$ cat src/rtl/dsc_pkg.sv
// package: offsets, field positions and reset values of the disk-side register bank
package dsc_pkg;
    // ------------------------------------------------------------
    // i/o offsets
    // ------------------------------------------------------------
    localparam logic [7:0] DSC_FLIP_LED_CTRL_OFS = 8'h20;
    localparam logic [7:0] DSC_GEN_STAT_OFS      = 8'h21;
    localparam logic [7:0] DSC_DRV_OFS           = 8'h40;
    // ------------------------------------------------------------
    // general control fields
    // ------------------------------------------------------------
    localparam int DSC_LED_LO_POS  = 4;
    localparam int DSC_LED_HI_POS  = 6;
    // ------------------------------------------------------------
    // drive control fields
    // ------------------------------------------------------------
    localparam int DSC_DS_LO_POS   = 0;
    localparam int DSC_DS_HI_POS   = 1;
    localparam int DSC_SETRDY_POS  = 2;
    localparam int DSC_MOT0_POS    = 3;
    localparam int DSC_MOT1_POS    = 4;
    localparam int DSC_SIDE_POS    = 5;
    localparam int DSC_PC_LO_POS   = 6;
    localparam int DSC_PC_HI_POS   = 7;
    // ------------------------------------------------------------
    // reset values
    // ------------------------------------------------------------
    localparam logic [7:0] DSC_DRV_CTRL_RST = 8'h00;
    localparam logic [2:0] DSC_LED_RST      = 3'h7;
    localparam logic       DSC_FLIP_RST     = 1'b0;
    localparam logic       DSC_A15_RST      = 1'h1;
    localparam logic       DSC_RDY_RST      = 1'h1;
    localparam logic [7:0] DSC_RD_IDLE      = 8'h00;
endpackage

$ cat src/rtl/dsc_regs.sv
// register bank seen by the disk-side processor: general and drive status/control
module dsc_regs
    import dsc_pkg::*;
(
    input  wire logic       sys_clk,
    input  wire logic       nrst,
    input  wire logic       clk_en,
    input  wire logic [7:0] io_addr,
    input  wire logic [7:0] io_wdata,
    input  wire logic       io_wr,
    input  wire logic       io_rd,
    input  wire logic       cpu_a15,
    input  wire logic       irq_to_secondary_cpu_n,
    input  wire logic       irq_to_main_cpu_n,
    input  wire logic       drive_ready_n,
    input  wire logic       head_dir_n,
    input  wire logic       track_zero_flag,
    input  wire logic       write_gate_n,
    input  wire logic       head_step_n,
    input  wire logic       inner_track_flag_n,
    input  wire logic       fc_irq,
    input  wire logic       transfer_request,
    output logic [7:0]      io_rdata,
    output logic            mem_a15,
    output logic            addr_invert_bit,
    output logic            diag_lamp_lsb,
    output logic            diag_lamp_mid,
    output logic            diag_lamp_msb,
    output logic [1:0]      drive_select_field,
    output logic            fc_ready_n,
    output logic            motor0_on_n,
    output logic            motor1_on_n,
    output logic            side_select,
    output logic [1:0]      precomp_select
);
    // ------------------------------------------------------------
    // decode
    // ------------------------------------------------------------
    function automatic logic is_gen(input logic [7:0] a);
        is_gen = (a == DSC_FLIP_LED_CTRL_OFS) || (a == DSC_GEN_STAT_OFS);
    endfunction

    logic       flip_q, flip_d;
    logic [2:0] led_q, led_d;
    logic [7:0] drv_q, drv_d;
    logic [7:0] rdata_q, rdata_d;
    logic       a15_q, a15_d;
    logic       rdy_q, rdy_d;

    // ------------------------------------------------------------
    // control registers
    // ------------------------------------------------------------
    always_comb begin
        flip_d = flip_q;
        led_d  = led_q;
        drv_d  = drv_q;
        if (clk_en && io_wr && is_gen(io_addr)) begin
            flip_d = io_addr[0];
            led_d  = io_wdata[DSC_LED_HI_POS:DSC_LED_LO_POS];
        end
        if (clk_en && io_wr && io_addr == DSC_DRV_OFS) begin
            drv_d = io_wdata;
        end
    end

    always_ff @(posedge sys_clk or negedge nrst) begin
        if (!nrst) begin
            flip_q <= DSC_FLIP_RST;
            led_q  <= DSC_LED_RST;
            drv_q  <= DSC_DRV_CTRL_RST;
        end else begin
            flip_q <= flip_d;
            led_q  <= led_d;
            drv_q  <= drv_d;
        end
    end

    // ------------------------------------------------------------
    // read path and pin outputs
    // ------------------------------------------------------------
    always_comb begin
        rdata_d = rdata_q;
        a15_d   = a15_q;
        rdy_d   = rdy_q;
        if (clk_en) begin
            // flip low moves the private ram up to 8000H
            a15_d = flip_q ? cpu_a15 : ~cpu_a15;
            // the override only ever asserts ready, never hides a real one
            rdy_d = drive_ready_n & ~drv_q[DSC_SETRDY_POS];
            rdata_d = DSC_RD_IDLE;
            if (io_rd && io_addr == DSC_GEN_STAT_OFS) begin
                rdata_d = {head_step_n, write_gate_n, track_zero_flag, head_dir_n,
                           drive_ready_n, irq_to_main_cpu_n, irq_to_secondary_cpu_n,
                           flip_q};
            end else if (io_rd && io_addr == DSC_DRV_OFS) begin
                rdata_d = {transfer_request, fc_irq, drv_q[DSC_SIDE_POS],
                           ~drv_q[DSC_MOT1_POS], ~drv_q[DSC_MOT0_POS],
                           inner_track_flag_n,
                           drv_q[DSC_DS_HI_POS:DSC_DS_LO_POS]};
            end
        end
    end

    always_ff @(posedge sys_clk or negedge nrst) begin
        if (!nrst) begin
            rdata_q <= DSC_RD_IDLE;
            a15_q   <= DSC_A15_RST;
            rdy_q   <= DSC_RDY_RST;
        end else begin
            rdata_q <= rdata_d;
            a15_q   <= a15_d;
            rdy_q   <= rdy_d;
        end
    end

    assign io_rdata           = rdata_q;
    assign mem_a15            = a15_q;
    assign fc_ready_n         = rdy_q;
    assign addr_invert_bit    = flip_q;
    assign diag_lamp_lsb      = led_q[0];
    assign diag_lamp_mid      = led_q[1];
    assign diag_lamp_msb      = led_q[2];
    assign drive_select_field = drv_q[DSC_DS_HI_POS:DSC_DS_LO_POS];
    assign motor0_on_n        = ~drv_q[DSC_MOT0_POS];
    assign motor1_on_n        = ~drv_q[DSC_MOT1_POS];
    assign side_select        = drv_q[DSC_SIDE_POS];
    assign precomp_select     = drv_q[DSC_PC_HI_POS:DSC_PC_LO_POS];

    // ------------------------------------------------------------
    // checks
    // ------------------------------------------------------------
    flip_set_a: assert property (@(posedge sys_clk) disable iff (!nrst)
        clk_en && io_wr && io_addr == DSC_GEN_STAT_OFS |=> addr_invert_bit)
        else $error("flip not set by write at 21H");
    flip_clr_a: assert property (@(posedge sys_clk) disable iff (!nrst)
        clk_en && io_wr && io_addr == DSC_FLIP_LED_CTRL_OFS |=> !addr_invert_bit)
        else $error("flip not cleared by write at 20H");
    lamp_load_a: assert property (@(posedge sys_clk) disable iff (!nrst)
        clk_en && io_wr && is_gen(io_addr) |=>
        diag_lamp_msb == $past(io_wdata[6]) && diag_lamp_lsb == $past(io_wdata[4]))
        else $error("lamp bits not loaded");
    a15_inv_a: assert property (@(posedge sys_clk) disable iff (!nrst)
        clk_en && !addr_invert_bit && $stable(addr_invert_bit) |=> mem_a15 == !$past(cpu_a15))
        else $error("address line 15 not inverted");
    gen_read_a: assert property (@(posedge sys_clk) disable iff (!nrst)
        clk_en && io_rd && io_addr == DSC_GEN_STAT_OFS |=>
        io_rdata[0] == $past(addr_invert_bit) && io_rdata[7] == $past(head_step_n)
        && io_rdata[5] == $past(track_zero_flag))
        else $error("general status read wrong");
    drv_read_a: assert property (@(posedge sys_clk) disable iff (!nrst)
        clk_en && io_rd && io_addr == DSC_DRV_OFS |=>
        io_rdata[1:0] == $past(drive_select_field) && io_rdata[3] == $past(motor0_on_n)
        && io_rdata[7] == $past(transfer_request))
        else $error("drive status read wrong");
    drv_load_a: assert property (@(posedge sys_clk) disable iff (!nrst)
        clk_en && io_wr && io_addr == DSC_DRV_OFS |=>
        motor1_on_n == !$past(io_wdata[4]) && precomp_select == $past(io_wdata[7:6]))
        else $error("drive control not loaded");
    ready_force_a: assert property (@(posedge sys_clk) disable iff (!nrst)
        clk_en && drv_q[DSC_SETRDY_POS] |=> !fc_ready_n)
        else $error("ready override ignored");

    // ------------------------------------------------------------
    // status read checks
    // ------------------------------------------------------------
    stat_ready_a: assert property (@(posedge sys_clk) disable iff (!nrst)
        clk_en && io_rd && io_addr == DSC_GEN_STAT_OFS |=>
        io_rdata[3] == $past(drive_ready_n))
        else $error("status bit 3 does not follow ready line");

    stat_dir_a: assert property (@(posedge sys_clk) disable iff (!nrst)
        clk_en && io_rd && io_addr == DSC_GEN_STAT_OFS |=>
        io_rdata[4] == $past(head_dir_n))
        else $error("status bit 4 does not follow head direction");

    stat_step_a: assert property (@(posedge sys_clk) disable iff (!nrst)
        clk_en && io_rd && io_addr == DSC_GEN_STAT_OFS |=>
        io_rdata[7] == $past(head_step_n))
        else $error("status bit 7 does not follow step line");

    stat_gate_a: assert property (@(posedge sys_clk) disable iff (!nrst)
        clk_en && io_rd && io_addr == DSC_GEN_STAT_OFS |=>
        io_rdata[6] == $past(write_gate_n))
        else $error("status bit 6 does not follow write gate");

    stat_irq_a: assert property (@(posedge sys_clk) disable iff (!nrst)
        clk_en && io_rd && io_addr == DSC_GEN_STAT_OFS |=>
        io_rdata[2:1] == {$past(irq_to_main_cpu_n), $past(irq_to_secondary_cpu_n)})
        else $error("status interrupt bits wrong");

    drv_motor_a: assert property (@(posedge sys_clk) disable iff (!nrst)
        clk_en && io_rd && io_addr == DSC_DRV_OFS |=>
        io_rdata[5:3] == {$past(side_select), $past(motor1_on_n), $past(motor0_on_n)})
        else $error("drive status motor or side bits wrong");

    drv_fc_a: assert property (@(posedge sys_clk) disable iff (!nrst)
        clk_en && io_rd && io_addr == DSC_DRV_OFS |=>
        io_rdata[7:6] == {$past(transfer_request), $past(fc_irq)})
        else $error("drive status controller bits wrong");

    drv_inner_a: assert property (@(posedge sys_clk) disable iff (!nrst)
        clk_en && io_rd && io_addr == DSC_DRV_OFS |=>
        io_rdata[2] == $past(inner_track_flag_n))
        else $error("drive status inner track bit wrong");

    rd_idle_a: assert property (@(posedge sys_clk) disable iff (!nrst)
        clk_en && !(io_rd && (io_addr == DSC_GEN_STAT_OFS || io_addr == DSC_DRV_OFS)) |=>
        io_rdata == DSC_RD_IDLE)
        else $error("read data not idle");

    // ------------------------------------------------------------
    // control write and pass-through checks
    // ------------------------------------------------------------
    lamp_mid_a: assert property (@(posedge sys_clk) disable iff (!nrst)
        clk_en && io_wr && is_gen(io_addr) |=>
        diag_lamp_mid == $past(io_wdata[5]))
        else $error("middle lamp bit not loaded");

    lamp_hold_a: assert property (@(posedge sys_clk) disable iff (!nrst)
        !(clk_en && io_wr && is_gen(io_addr)) |=>
        $stable(diag_lamp_lsb) && $stable(diag_lamp_mid) && $stable(diag_lamp_msb))
        else $error("lamps changed without a control write");

    flip_hold_a: assert property (@(posedge sys_clk) disable iff (!nrst)
        !(clk_en && io_wr && is_gen(io_addr)) |=>
        $stable(addr_invert_bit))
        else $error("flip changed without a control write");

    gen_isolate_a: assert property (@(posedge sys_clk) disable iff (!nrst)
        clk_en && io_wr && is_gen(io_addr) |=>
        $stable(drive_select_field) && $stable(precomp_select) && $stable(side_select))
        else $error("general write disturbed drive control");

    drv_isolate_a: assert property (@(posedge sys_clk) disable iff (!nrst)
        clk_en && io_wr && io_addr == DSC_DRV_OFS |=>
        $stable(addr_invert_bit) && $stable(diag_lamp_mid))
        else $error("drive write disturbed general control");

    drv_sel_a: assert property (@(posedge sys_clk) disable iff (!nrst)
        clk_en && io_wr && io_addr == DSC_DRV_OFS |=>
        drive_select_field == $past(io_wdata[1:0]))
        else $error("drive select not loaded");

    side_load_a: assert property (@(posedge sys_clk) disable iff (!nrst)
        clk_en && io_wr && io_addr == DSC_DRV_OFS |=>
        side_select == $past(io_wdata[5]))
        else $error("side select not loaded");

    motor0_load_a: assert property (@(posedge sys_clk) disable iff (!nrst)
        clk_en && io_wr && io_addr == DSC_DRV_OFS |=>
        motor0_on_n == !$past(io_wdata[3]))
        else $error("first motor bit not loaded");

    drv_hold_a: assert property (@(posedge sys_clk) disable iff (!nrst)
        !(clk_en && io_wr && io_addr == DSC_DRV_OFS) |=>
        $stable(drive_select_field) && $stable(precomp_select) && $stable(motor1_on_n))
        else $error("drive control changed without a write");

    a15_pass_a: assert property (@(posedge sys_clk) disable iff (!nrst)
        clk_en && addr_invert_bit |=>
        mem_a15 == $past(cpu_a15))
        else $error("address line 15 not passed through");

    rdy_pass_a: assert property (@(posedge sys_clk) disable iff (!nrst)
        clk_en && !drv_q[DSC_SETRDY_POS] |=>
        fc_ready_n == $past(drive_ready_n))
        else $error("ready line not passed through");

    // ------------------------------------------------------------
    // reset and enable checks
    // ------------------------------------------------------------
    // no disable on the two reset checks: these watch the reset itself
    flip_reset_a: assert property (@(posedge sys_clk)
        !nrst |=>
        !addr_invert_bit)
        else $error("flip not low after reset");

    drv_reset_a: assert property (@(posedge sys_clk)
        !nrst |=>
        motor0_on_n && motor1_on_n && drive_select_field == 2'h0 && !drv_q[DSC_SETRDY_POS])
        else $error("drive control not cleared by reset");

    enable_freeze_a: assert property (@(posedge sys_clk) disable iff (!nrst)
        !clk_en |=>
        $stable(addr_invert_bit) && $stable(drive_select_field) && $stable(io_rdata))
        else $error("state moved while clock enable low");
endmodule

$ cat config.mk
export PLATFORM = sky130hd
export DESIGN_NAME = dsc_regs
export DESIGN_NICKNAME = d
export VERILOG_FILES = /design/src/rtl/dsc_pkg.sv /design/src/rtl/dsc_regs.sv
export SDC_FILE = /design/constraint.sdc
export NUM_CORES = 1
export LEC_CHECK = 0
export BUFFER_PORTS_ARGS = -buffer_cell sky130_fd_sc_hd__buf_2
export CORE_MARGIN = 2
export CORE_UTILIZATION = 39
export DETAILED_ROUTE_END_ITERATION = 10
export GPL_TIMING_DRIVEN = 0
export PLACE_DENSITY = 0.73
export SETUP_SLACK_MARGIN = 0.05
export SKIP_CTS_REPAIR_TIMING = 1
export SYNTH_ARGS = -nofsm -noshare
export SYNTH_HDL_FRONTEND = slang
export SYNTH_SLANG_ARGS = --single-unit
export TNS_END_PERCENT = 1
$ cat constraint.sdc
create_clock -name sys_clk -period 1.1 [get_ports sys_clk]
set_clock_uncertainty 0.2 [all_clocks]
set_input_delay 0.055 -clock sys_clk [delete_from_list [all_inputs] [get_ports sys_clk]]
set_output_delay 0.055 -clock sys_clk [all_outputs]
set_load 0.1 [all_outputs]
# == Word level (Yosys, flattened, before mapping) ==
# Index checks and enable logic that the tools add are counted.
# totals
ff_bits,22
output_inout_bits,21
word_cells,23
input_bits,32
# op_classes
bitwise,5
n_eq_ne,3
n_reduce_logical,6
n_mux,3
# op_table
operator,count
$eq A8 B6 Y1 const B,2
$mux W8,2
$eq A8 B7 Y1 const B,1
$logic_and A1 B1 Y1,5
$not A1 Y1,4
$and A1 B1 Y1,1
$logic_or A1 B1 Y1,1
$mux W1,1

# == Depth between registers and ports, before layout ==
# Gate-level depths: netlist of run 1.
# depth
depth_word,4
ltp_mapped,4
depth_no_buf,3

# == Worst setup path before layout of run 1 ==
# No wires, ideal clock.
# synth_path
path_type,register to register
start,reg flip_q (netlist: addr_invert_bit)
end,reg a15_q (netlist: mem_a15)
stages_incl_launch_ff,3
n_path_buf,0
synth_period_minus_slack_ps,1634
setup_time_ps,82
t_required_ps,818
setup_slack_ps,-534
t_arrival_ps,1352
cell_sequence,dfrtp_1 > xnor2_1 > mux2_2
# synth_between
elab_chain_cells,1
# synth_rtl
item,line,source
"start, declared",dsc_regs.sv:43,"logic flip_q, flip_d;"
"start signal, assigned",dsc_regs.sv:72,flip_q <= flip_d;
$mux W1,dsc_regs.sv:87,a15_d = flip_q ? cpu_a15 : ~cpu_a15;
"end signal, assigned",dsc_regs.sv:107,a15_q <= DSC_A15_RST;
"end signal, assigned",dsc_regs.sv:111,a15_q <= a15_d;
"end, declared",dsc_regs.sv:47,"logic a15_q, a15_d;"
# No other way between the ends.
# A chain may end at the register's enable or synchronous reset.

# == Worst setup path in the final report of run 1 ==
# layout_path
start,reg rdy_q (netlist: fc_ready_n)
end,out fc_ready_n
# layout_rtl
item,line,source
"start, declared",dsc_regs.sv:48,"logic rdy_q, rdy_d;"
"start signal, assigned",dsc_regs.sv:112,rdy_q <= rdy_d;
"end, declared",dsc_regs.sv:30,"output logic fc_ready_n,"
# No word-level cell between the ends.

==> key figures, run 1 <==
Yosys
  – Mapped Cells: 79
  – Unique masters post-synth: 19
  – Top cell type by total area after synthesis: dfrtp_1
  – Post-synthesis register bit count: 22
  – Post-Syn Area: 0.001016 mm²
  – Post-Syn Nets: 111
  – Ys Warns: 0
  – Post-synthesis sequential area ratio: 54.80%
  – Ys flop type: dfrtp_1
  – Async SR Flop Fraction: between 90% and 100%
  – Avg Inst Size Synth: 12.86 µm²
  – Ranking of synthesized cells by area: dfrtp_1 (42%), mux2_2 (13%), dfstp_2 (13%), a22oi_1 (5.9%), o22ai_1 (5.5%)
  – Count leader, synth: dfrtp_1
  – Post-synth EDFFs: 0
  – Top cell type's share of synthesized area: 41.87%
  – Post-synth top cells: dfrtp_1 (17), mux2_2 (12), inv_1 (11)

Clock tree
  – Total CTS buffers: 3
  – Clock Sinks: 22
  – Clock transition at path regs: 0.12 ns
  – Root Buffer: clkbuf_4
  – Worst-skew pair later-pin latency: roughly 0.30 ns
  – TritonCTS clock tree: yes
  – Longest Clk Path Bufs: 2
  – Max H-tree Level: 1

Setup path
  – Peak per-stage delay on the critical path: ~0.58 ns
  – Bufs and invs on worst path: 1
  – Worst EP arrival: between 1 and 1.5 ns
  – Kind of critical path: reg -> out
  – Crit-path cells: buf_12
  – Worst-path maximum fanout: 2
  – Crit path max-delay family: flip-flops
  – Critical Path Stages: 1
  – CP startpoint kind: flop
  – Critical Path RT: 0.84 ns
  – Slowest-stage cell, CP: dfstp_2
  – Crit end category: output port
  – Register-to-Register Path Depth: 3

Timing
  – Fin. max-slew vios: 0
  – Setup TNS: -3.820 ns
  – Fin worst setup slack: -0.2111 ns
  – # setup viols final: 32
  – Tmin final: 1.311 ns
  – Fmax: 762.7 MHz
  – Max_slew headroom: about 65%
  – Worst slew pin tran: 0.5193 ns
  – WHS: -0.08150 ns
  – RSZ-0062 raised after global routing: true
  – Final hold violations: 9
  – Final worst-path cycle share: 119.2%

Die
  – # rows: 18
  – Die Ht: 55.04 µm
  – Die width: 55.04 µm
  – Core box area: 0.002477 mm²
  – Die area: roughly 0.0030 mm²
  – Io pins: 53
  – Initial core utilization: 41.01%

Route
  – TritonRoute pass-1 iters: 4
  – Via/cell ratio: about 5
  – Final WL: 2.642 mm
  – Drt drc: 0
  – Post-route ant nets: 0
  – Initial drt markers: 8
  – DR WL/cell: 14.20 µm
  – DR vias: 904

Power and ir drop
  – Tot Pwr: 1.710 mW
  – Pleak: between 0.8 and 0.9 nW
  – PwrDens: approximately 910 mW/mm²
  – Max IR drop VDD: 0.9853 mV

Place
  – I/O Buffers: 52
  – Post-DP HPWL: approximately 1.7 mm
  – Placed inst area: 0.001324 mm²
  – Routability cong.: 0.7279

Global route
  – Congestion Overflow GR: 0
  – Initial antenna violation count: 0
  – Vias in the first global route: 794
  – Pin count of the biggest net entering global routing: 23
  – Gr usage total: 15.78%
  – First-pass GRT wire length: approximately 3.3 mm

Finish
  – Area delta synth->final: 84.36%
  – Fillers: 159
  – Layout net count: 189
  – Fin area: 0.001873 mm²
  – Antenna diode count: 0
  – Share of cells above drive strength 1: 55.77%

Status
  – Failing checks: negative hold slack, negative setup slack
  – Run status: complete, but fails checks

Min path
  – Hold WC Path Type: in -> reg
  – Hold depth: 3

Flow run
  – Max-cap check violation count: 0
-- report_power, final --
group          switching, mW  internal, mW
registers             0.0251         0.842
clock network          0.227         0.141
logic                  0.264         0.211
total                  0.516          1.19
-- placed cells by master, fill, tap and decap left out, drive strengths merged --
master	instances
dfstp	5
nor4b	1
clkinvlp	2
buf	56
nor2b	1
and3b	1
nand4	2
nor3b	1
dfrtp	17
nor2	1
xnor2	1
nand3	1
inv	9
nand2	1
dlygate4sd3	21
o22ai	9
mux2	13
clkbuf	6
a22oi	8
-- sequential cells by signal (all words and copies together) (netlist names) --
name             cells
mem_a15              1
drv_q                8
led_q                3
fc_ready_n           1
io_rdata             8
addr_invert_bit      1
-- layer usage --
metal | GRT usage (%) | up-vias | share of wire [%]
li1 | - | 434 | -
met1 | 17.26 | 446 | 36
met2 | 30.95 | 22 | 59
met3 | 2.151 | 2 | 4.3
met4 | 4.878 | 0 | 0.64
met5 | 0 | - | 0
-- cell type report --
type	count	area [µm²]	share of cell area, %
sequential	22	559.3	29.86
inverter	11	48.80	2.605
buffer	6	52.55	2.806
timing repair buffer	73	763.2	40.75
tap	30	37.54	2.004
multi-input combinational	40	385.4	20.57
clock buffer	4	26.28	1.403
-- stage by stage --
step / std cells / hold slack [ns] / util (%) / setup WS [ns]
6_report: 186 / -0.08150 / 75.61 / -0.2111
4_1_cts: 165 / -0.4860 / 54.49 / -0.4300
3_3_place_gp: 161 / -0.1631 / 53.43 / -0.4951
5_1_grt: 186 / -0.07112 / 75.61 / -0.2520
2_1_floorplan: 79 / -0.4406 / - / -0.3994
3_5_place_dp: 161 / -0.1535 / 53.43 / -0.5096
-- final timing paths --
| kind | startpoint | to | slack (ns) |
|---|---|---|---|
| min reg2reg | drv_q[2] | fc_ready_n | 0.22 |
| max reg2reg | drv_q[3] | io_rdata[3] | -0.02 |
| min | cpu_a15 | mem_a15 | -0.08 |
| max | fc_ready_n | fc_ready_n | -0.21 |
| min in group asynchronous | nrst | drv_q[7] | 0.03 |
| max in group asynchronous | nrst | addr_invert_bit | 0.30 |
-- logic make-up after synthesis --
logic type | after synthesis | synth area share, %
AOI/OAI and AO/OA | 17 | 11.45
buffers and inverters | 17 | 7.759
xor gates and xnor gates | 1 | 0.8622
and+or+nand+nor | 9 | 10.34
DFF | 22 | 54.80
muxes | 13 | 14.78
Power figures use the tool's default switching activity.
==> inputs of run 2 (changes only) <==
--- a/config.mk
+++ b/config.mk
@@ -5,9 +5,10 @@
 export SDC_FILE = /design/constraint.sdc
 export NUM_CORES = 1
 export LEC_CHECK = 0
-export BUFFER_PORTS_ARGS = -buffer_cell sky130_fd_sc_hd__buf_2
+export ABC_AREA = 1
+export BUFFER_PORTS_ARGS = -buffer_cell sky130_fd_sc_hd__buf_4
 export CORE_MARGIN = 2
-export CORE_UTILIZATION = 39
+export CORE_UTILIZATION = 40
 export DETAILED_ROUTE_END_ITERATION = 10
 export GPL_TIMING_DRIVEN = 0
 export PLACE_DENSITY = 0.73
==> key figures, run 2 <==
Yosys
  – Post-synth top cells: nand2_1 (52), nand3_1 (22), dfrtp_1 (17)
  – Mapped Cells: 137 (+73%)
  – Async SR Flop Fraction: 100.0% (unchanged)
  – Ranking of synthesized cells by area: dfrtp_1 (38%), nand2_1 (18%), dfstp_2 (12%), nand3_1 (9.9%), inv_1 (3.7%)
  – Ys Warns: 0 (unchanged)
  – Unique masters post-synth: 16 (-3)
  – Post-synthesis register bit count: 22 (unchanged)
  – Post-synthesis sequential area ratio: 50.06% (-4.7 points)
  – Ys flop type: dfrtp_1
  – Count leader, synth: nand2_1
  – Top cell type's share of synthesized area: 38.25% (-3.6 points)
  – Post-synth EDFFs: 0 (unchanged)
  – Avg Inst Size Synth: 8.119 µm² (-37%)
  – Post-Syn Area: 0.001112 mm² (+9.5%)
  – Top cell type by total area after synthesis: dfrtp_1
  – Post-Syn Nets: 169 (+52%)

Place
  – Placed Cells: 219 (+36%)
  – Post-DP HPWL: 2.098 mm (+25%)
  – Routability cong.: 0.8393 (+15%)
  – Placed inst area: 0.001554 mm² (+17%)
  – DP Worst Slack: -0.1677 ns (+0.3419 ns)
  – I/O Buffers: 51 (-1.9%)

Setup path
  – Crit-path cells: buf_12
  – Worst-path maximum fanout: 2 (unchanged)
  – Bufs and invs on worst path: 1 (unchanged)
  – Worst EP arrival: 1.06 ns (about the same)
  – Crit end category: output port
  – Critical Path RT: 0.84 ns (about the same)
  – Crit path max-delay family: flip-flops
  – Kind of critical path: reg -> out
  – Worst Setup SP: fc_ready_n
  – Worst R2R End: io_rdata[4]
  – CP startpoint kind: flop
  – Worst reg2reg path startpoint: drv_q[4]
  – Slowest-stage cell, CP: dfstp_2
  – Register-to-Register Path Depth: 5 (+2)
  – Peak per-stage delay on the critical path: 0.58 ns (about the same)
  – R2r setup slk: 0.06 ns (+0.08 ns)

Die
  – Die area: 0.003219 mm² (+6.3%)
  – Io pins: 53 (unchanged)
  – Die width: 56.74 µm (+3.1%)
  – Initial core utilization: 41.41% (+0.40 points)
  – # rows: 19 (+1)
  – Die Ht: 56.74 µm (+3.1%)
  – Core box area: 0.002686 mm² (+8.4%)

Clock tree
  – Total CTS buffers: 3 (unchanged)
  – Clock Sinks: 22 (unchanged)
  – TritonCTS clock tree: yes
  – Clock transition at path regs: 0.12 ns (about the same)
  – Max H-tree Level: 1 (unchanged)
  – Worst-skew pair later-pin latency: 0.30 ns (about the same)
  – Root Buffer: clkbuf_4
  – Longest Clk Path Bufs: 2 (unchanged)

Timing
  – Final worst-path cycle share: 119.7% (+0.53 points)
  – Max_slew headroom: 81.13% (+16 points)
  – Fmax: 759.3 MHz (-0.45%)
  – WHS: -0.04221 ns (+0.03929 ns)
  – Tmin final: 1.317 ns (+0.005880 ns)
  – Fin worst setup slack: -0.2170 ns (-0.005880 ns)
  – Fin. max-slew vios: 0 (unchanged)
  – Setup TNS: -2.831 ns (+0.9896 ns)
  – # setup viols final: 21 (-34%)
  – Worst slew pin tran: 0.2830 ns (-0.2363 ns)
  – RSZ-0062 raised after global routing: true
  – Final hold violations: 29 (+20)

Finish
  – Area delta synth->final: 85.49%
  – Layout net count: 246 (+30%)
  – Non-Filler Instances: 244 (+31%)
  – Fin area: 0.002063 mm² (+10%)
  – Antenna diode count: 0 (unchanged)
  – Share of cells above drive strength 1: 40.85% (-15 points)
  – Commonest non-fill, non-tap cell in the layout: nand2_1
  – Commonest non-fill, non-tap cells in the layout: nand2_1 (52), buf_4 (30), dlygate4sd3_1 (21), nand3_1 (20), buf_12 (18)

Global route
  – First-pass GRT wire length: 4.719 mm (+41%)
  – Vias in the first global route: 1057 (+33%)
  – Met3 Usage GRT: 4.608% (+2.5 points)
  – Congestion Overflow GR: 0 (unchanged)
  – GR peak layer: met2
  – Gr usage total: 18.27% (+2.5 points)
  – GRT met1 Usage: 22.76% (+5.5 points)
  – Met2 Use GR: 30.73% (-0.22 points)
  – Initial antenna violation count: 0 (unchanged)
  – Pin count of the biggest net entering global routing: 23 (unchanged)

Power and ir drop
  – Tot Pwr: 1.760 mW (+2.9%)
  – Pleak: 1.032 nW (+22%)
  – PwrDens: 853.0 mW/mm² (-6.6%)
  – Max IR drop VDD: 0.7511 mV (-24%)

Status
  – Run status: complete, but fails checks
  – Failing checks: negative hold slack, negative setup slack

Min path
  – Hold WC Path Type: in -> async

Route
  – Drt drc: 0 (unchanged)
  – Post-route ant nets: 0 (unchanged)
  – Initial drt markers: 41 (+33)
  – DR WL/cell: 13.09 µm (-7.8%)
  – Via/cell ratio: 4.881 (+0.43%)
  – Final WL: 3.195 mm (+21%)
  – DR vias: 1191 (+32%)
  – TritonRoute pass-1 iters: 4 (unchanged)

Flow run
  – Max-cap check violation count: 0 (unchanged)
==> run 2: cell count changes in the layout (fill, tap and decap cells not counted), moves of 8 or more <==
| cell | previous run | this run |
|---|---|---|
| buf_2 | 31 | 3 |
| buf_4 | 0 | 30 |
| o22ai_1 | 9 | 0 |
| a22oi_1 | 8 | 0 |
| mux2_2 | 12 | 0 |
| nand2_1 | 1 | 52 |
| nand3_1 | 0 | 20 |
==> run 2: worst max path at each step <==
stage | slack (ns) | end | depth (start not counted)
2_1_floorplan | -0.32 | io_rdata[4] | 5
3_3_place_gp | -0.11 | drv_q[5] | 8
3_5_place_dp | -0.17 | led_q[2] | 6
4_1_cts | -0.32 | diag_lamp_msb | 1
5_1_grt | -0.27 | diag_lamp_msb | 1
6_report | -0.22 | fc_ready_n | 1
==> run 2: area by class of cell <==
type | instances | area, µm²
buffer | 9 | 82.58
timing repair buffer | 72 | 840.8
clock buffer | 4 | 36.28
multi-input combinational | 95 | 456.7
inverter | 11 | 48.80
sequential | 22 | 559.3
fill | 187 | 623.1
tap | 31 | 38.79
==> run 2: logic make-up after synthesis <==
kind of cell / after synthesis / share of synthesized area (%)
xor+xnor: 1 / 0.7875
compound gates: 9 / 5.738
buf+inv: 20 / 9.786
simple gates: 85 / 33.63
flops: 22 / 50.06
==> run 2: metrics by stage <==
stage | util, % | hold WS [ns]
4_1_cts | 59.20 | -0.5877
5_1_grt | 76.80 | -0.04835
6_report | 76.80 | -0.04221
2_1_floorplan | - | -0.4406
3_5_place_dp | 57.85 | -0.2356
3_3_place_gp | 57.85 | -0.2454
==> run 2: routing by layer <==
layer / share of wire [%] / vias to the layer above
li1: - / 582
met1: 39 / 568
met2: 54 / 39
met3: 6.3 / 2
met4: 0.38 / 0
met5: 0 / -
==> run 2: report_power, final <==
part / internal (mW) / switching [mW] / leakage (nW)
clock network: 0.202 / 0.238 / 0.0210
registers: 0.836 / 0.0218 / 0.275
logic: 0.212 / 0.250 / 0.736
total: 1.25 / 0.510 / 1.03
==> run 2: worst register-to-register path: cells and delay by family (launching register included) <==
kind,cells,cell delay (ns)
flops,1,0.41
simple gates,4,0.21
buf+inv,1,0.12
==> inputs of run 3 (changes only) <==
--- a/config.mk
+++ b/config.mk
@@ -12,8 +12,6 @@
 export DETAILED_ROUTE_END_ITERATION = 10
 export GPL_TIMING_DRIVEN = 0
 export PLACE_DENSITY = 0.73
-export SETUP_SLACK_MARGIN = 0.05
-export SKIP_CTS_REPAIR_TIMING = 1
 export SYNTH_ARGS = -nofsm -noshare
 export SYNTH_HDL_FRONTEND = slang
 export SYNTH_SLANG_ARGS = --single-unit
==> key figures, run 3 (synthesis results as in run 2) <==
Status
  – Run status: complete, but fails checks
  – Failing checks: negative hold slack, negative setup slack

Timing
  – Final worst-path cycle share: 120.1% (+0.39 points)
  – Fin. max-slew vios: 0 (unchanged)
  – Setup TNS: -2.941 ns (-0.1106 ns)
  – Max_slew headroom: 77.38% (-3.8 points)
  – Fmax: 756.9 MHz (-0.32%)
  – WHS: -0.03958 ns (+0.002625 ns)
  – RSZ-0062 raised after global routing: true
  – Final hold violations: 23 (-21%)
  – Tmin final: 1.321 ns (+0.004236 ns)
  – # setup viols final: 21 (unchanged)
  – Fin worst setup slack: -0.2212 ns (-0.004236 ns)
  – Worst slew pin tran: 0.3394 ns (+0.05637 ns)

Clock tree
  – Post-CTS setup buffer count: 0
  – Max H-tree Level: 1 (unchanged)
  – Clock Sinks: 22 (unchanged)
  – CTS Hold Bufs: 24
  – Root Buffer: clkbuf_4
  – Total CTS buffers: 3 (unchanged)
  – Worst-skew pair later-pin latency: 0.31 ns (about the same)
  – Longest Clk Path Bufs: 2 (unchanged)
  – TritonCTS clock tree: yes
  – Clock transition at path regs: 0.12 ns (about the same)

Finish
  – Non-Filler Instances: 247 (+1.2%)
  – Antenna diode count: 0 (unchanged)
  – Commonest non-fill, non-tap cell in the layout: nand2_1
  – Commonest non-fill, non-tap cells in the layout: nand2_1 (52), buf_4 (30), dlygate4sd3_1 (22), buf_12 (21), nand3_1 (20)
  – Share of cells above drive strength 1: 40.28% (-0.57 points)
  – Layout net count: 249 (+1.2%)
  – Area delta synth->final: 89.99%

Route
  – Initial drt markers: 30 (-27%)
  – DR WL/cell: 13.86 µm (+5.9%)
  – Drt drc: 0 (unchanged)
  – Via/cell ratio: 4.891 (+0.20%)
  – DR vias: 1208 (+1.4%)
  – Final WL: 3.424 mm (+7.2%)
  – TritonRoute pass-1 iters: 4 (unchanged)
  – Post-route ant nets: 0 (unchanged)

Die
  – Die Ht: 56.74 µm (unchanged)
  – Io pins: 53 (unchanged)
  – Initial core utilization: 41.41% (unchanged)
  – Die width: 56.74 µm (unchanged)
  – Die area: 0.003219 mm² (unchanged)
  – # rows: 19 (unchanged)
  – Core box area: 0.002686 mm² (unchanged)

Setup path
  – Slowest-stage cell, CP: dfstp_2
  – Worst R2R End: io_rdata[4]
  – Crit end category: output port
  – Bufs and invs on worst path: 1 (unchanged)
  – Peak per-stage delay on the critical path: 0.58 ns (about the same)
  – Critical Path RT: 0.84 ns (about the same)
  – CP startpoint kind: flop
  – Worst reg2reg path startpoint: drv_q[4]
  – Worst EP arrival: 1.07 ns (about the same)
  – Kind of critical path: reg -> out
  – Worst-path maximum fanout: 2 (unchanged)
  – R2r setup slk: 0.02 ns (-0.04 ns)
  – Register-to-Register Path Depth: 5 (unchanged)
  – Crit path max-delay family: flip-flops
  – Crit-path cells: buf_12

Min path
  – Hold Startpoint: io_rd
  – Hold WC Path Type: in -> reg
  – WHS Endpoint: io_rdata[3]
  – Hold depth: 5

Place
  – Placed Cells: 219 (unchanged)
  – DP Worst Slack: -0.1677 ns (unchanged)
  – Post-DP HPWL: 2.098 mm (unchanged)
  – Routability cong.: 0.8393 (unchanged)
  – I/O Buffers: 51 (unchanged)

Power and ir drop
  – Pleak: 1.073 nW (+3.9%)
  – Tot Pwr: 1.785 mW (+1.4%)
  – Max IR drop VDD: 0.7267 mV (-3.2%)
  – PwrDens: 844.5 mW/mm² (-1.0%)

Global route
  – Congestion Overflow GR: 0 (unchanged)
  – Gr usage total: 23.63% (+5.4 points)
  – Pin count of the biggest net entering global routing: 23 (unchanged)
  – First-pass GRT wire length: 5.968 mm (+26%)
  – Initial antenna violation count: 0 (unchanged)
  – Vias in the first global route: 1303 (+23%)

Flow run
  – Max-cap check violation count: 0 (unchanged)
## run 3: cell types whose count changed in the layout (fill, tap and decap cells not counted), sizes merged
cell,change
dlymetal6s4s,+2
dlygate4sd3,+1
## run 3: layer usage
metal  vias up  GRT usage, %  part of all wire (%)
met5         -             0                     0
met4         0         6.645                  0.67
met3         4         4.839                   4.6
met2        41         43.69                    56
met1       576         27.31                    39
li1        587             -                     -
## run 3: stage by stage
step	instance area (µm²)	utilization, %
6_report	2113	78.67
5_1_grt	2113	78.67
4_1_cts	2098	78.11
3_5_place_dp	1554	57.85
3_3_place_gp	1554	57.85
2_1_floorplan	1132	-
## run 3: report_power, final
| part | internal [mW] | leakage (nW) | switching (mW) |
|---|---|---|---|
| Clock | 0.202 | 0.0210 | 0.244 |
| Combinational | 0.225 | 0.777 | 0.255 |
| Sequential | 0.836 | 0.275 | 0.0223 |
## run 3: worst max-delay path by stage
stage | endpoint | start | slack, ns | cells past startpoint
floorplan | io_rdata[4] | drv_q[4] | -0.32 | 5
global placement | drv_q[5] | io_addr[3] | -0.11 | 8
detailed placement | led_q[2] | io_addr[6] | -0.17 | 6
CTS | mem_a15 | mem_a15 | -0.23 | 1
global route | diag_lamp_msb | led_q[2] | -0.26 | 1
finish | fc_ready_n | fc_ready_n | -0.22 | 1
## run 3: final cells by class
cell class	count	area (µm²)
plain buffers	9	82.58
clock buffers	4	36.28
fillers	184	573.1
inverters	11	48.80
multi-input cells	95	456.7
flip-flops and latches	22	559.3
well taps	31	38.79
repair buffers	75	890.9
## run 3: what timing repair did
action	in CTS	in global routing
endpoints found under the hold margin	44	21
pin swaps	0	0
resized for setup	65	5
setup endpoints to repair	21	35
cloned	0	0
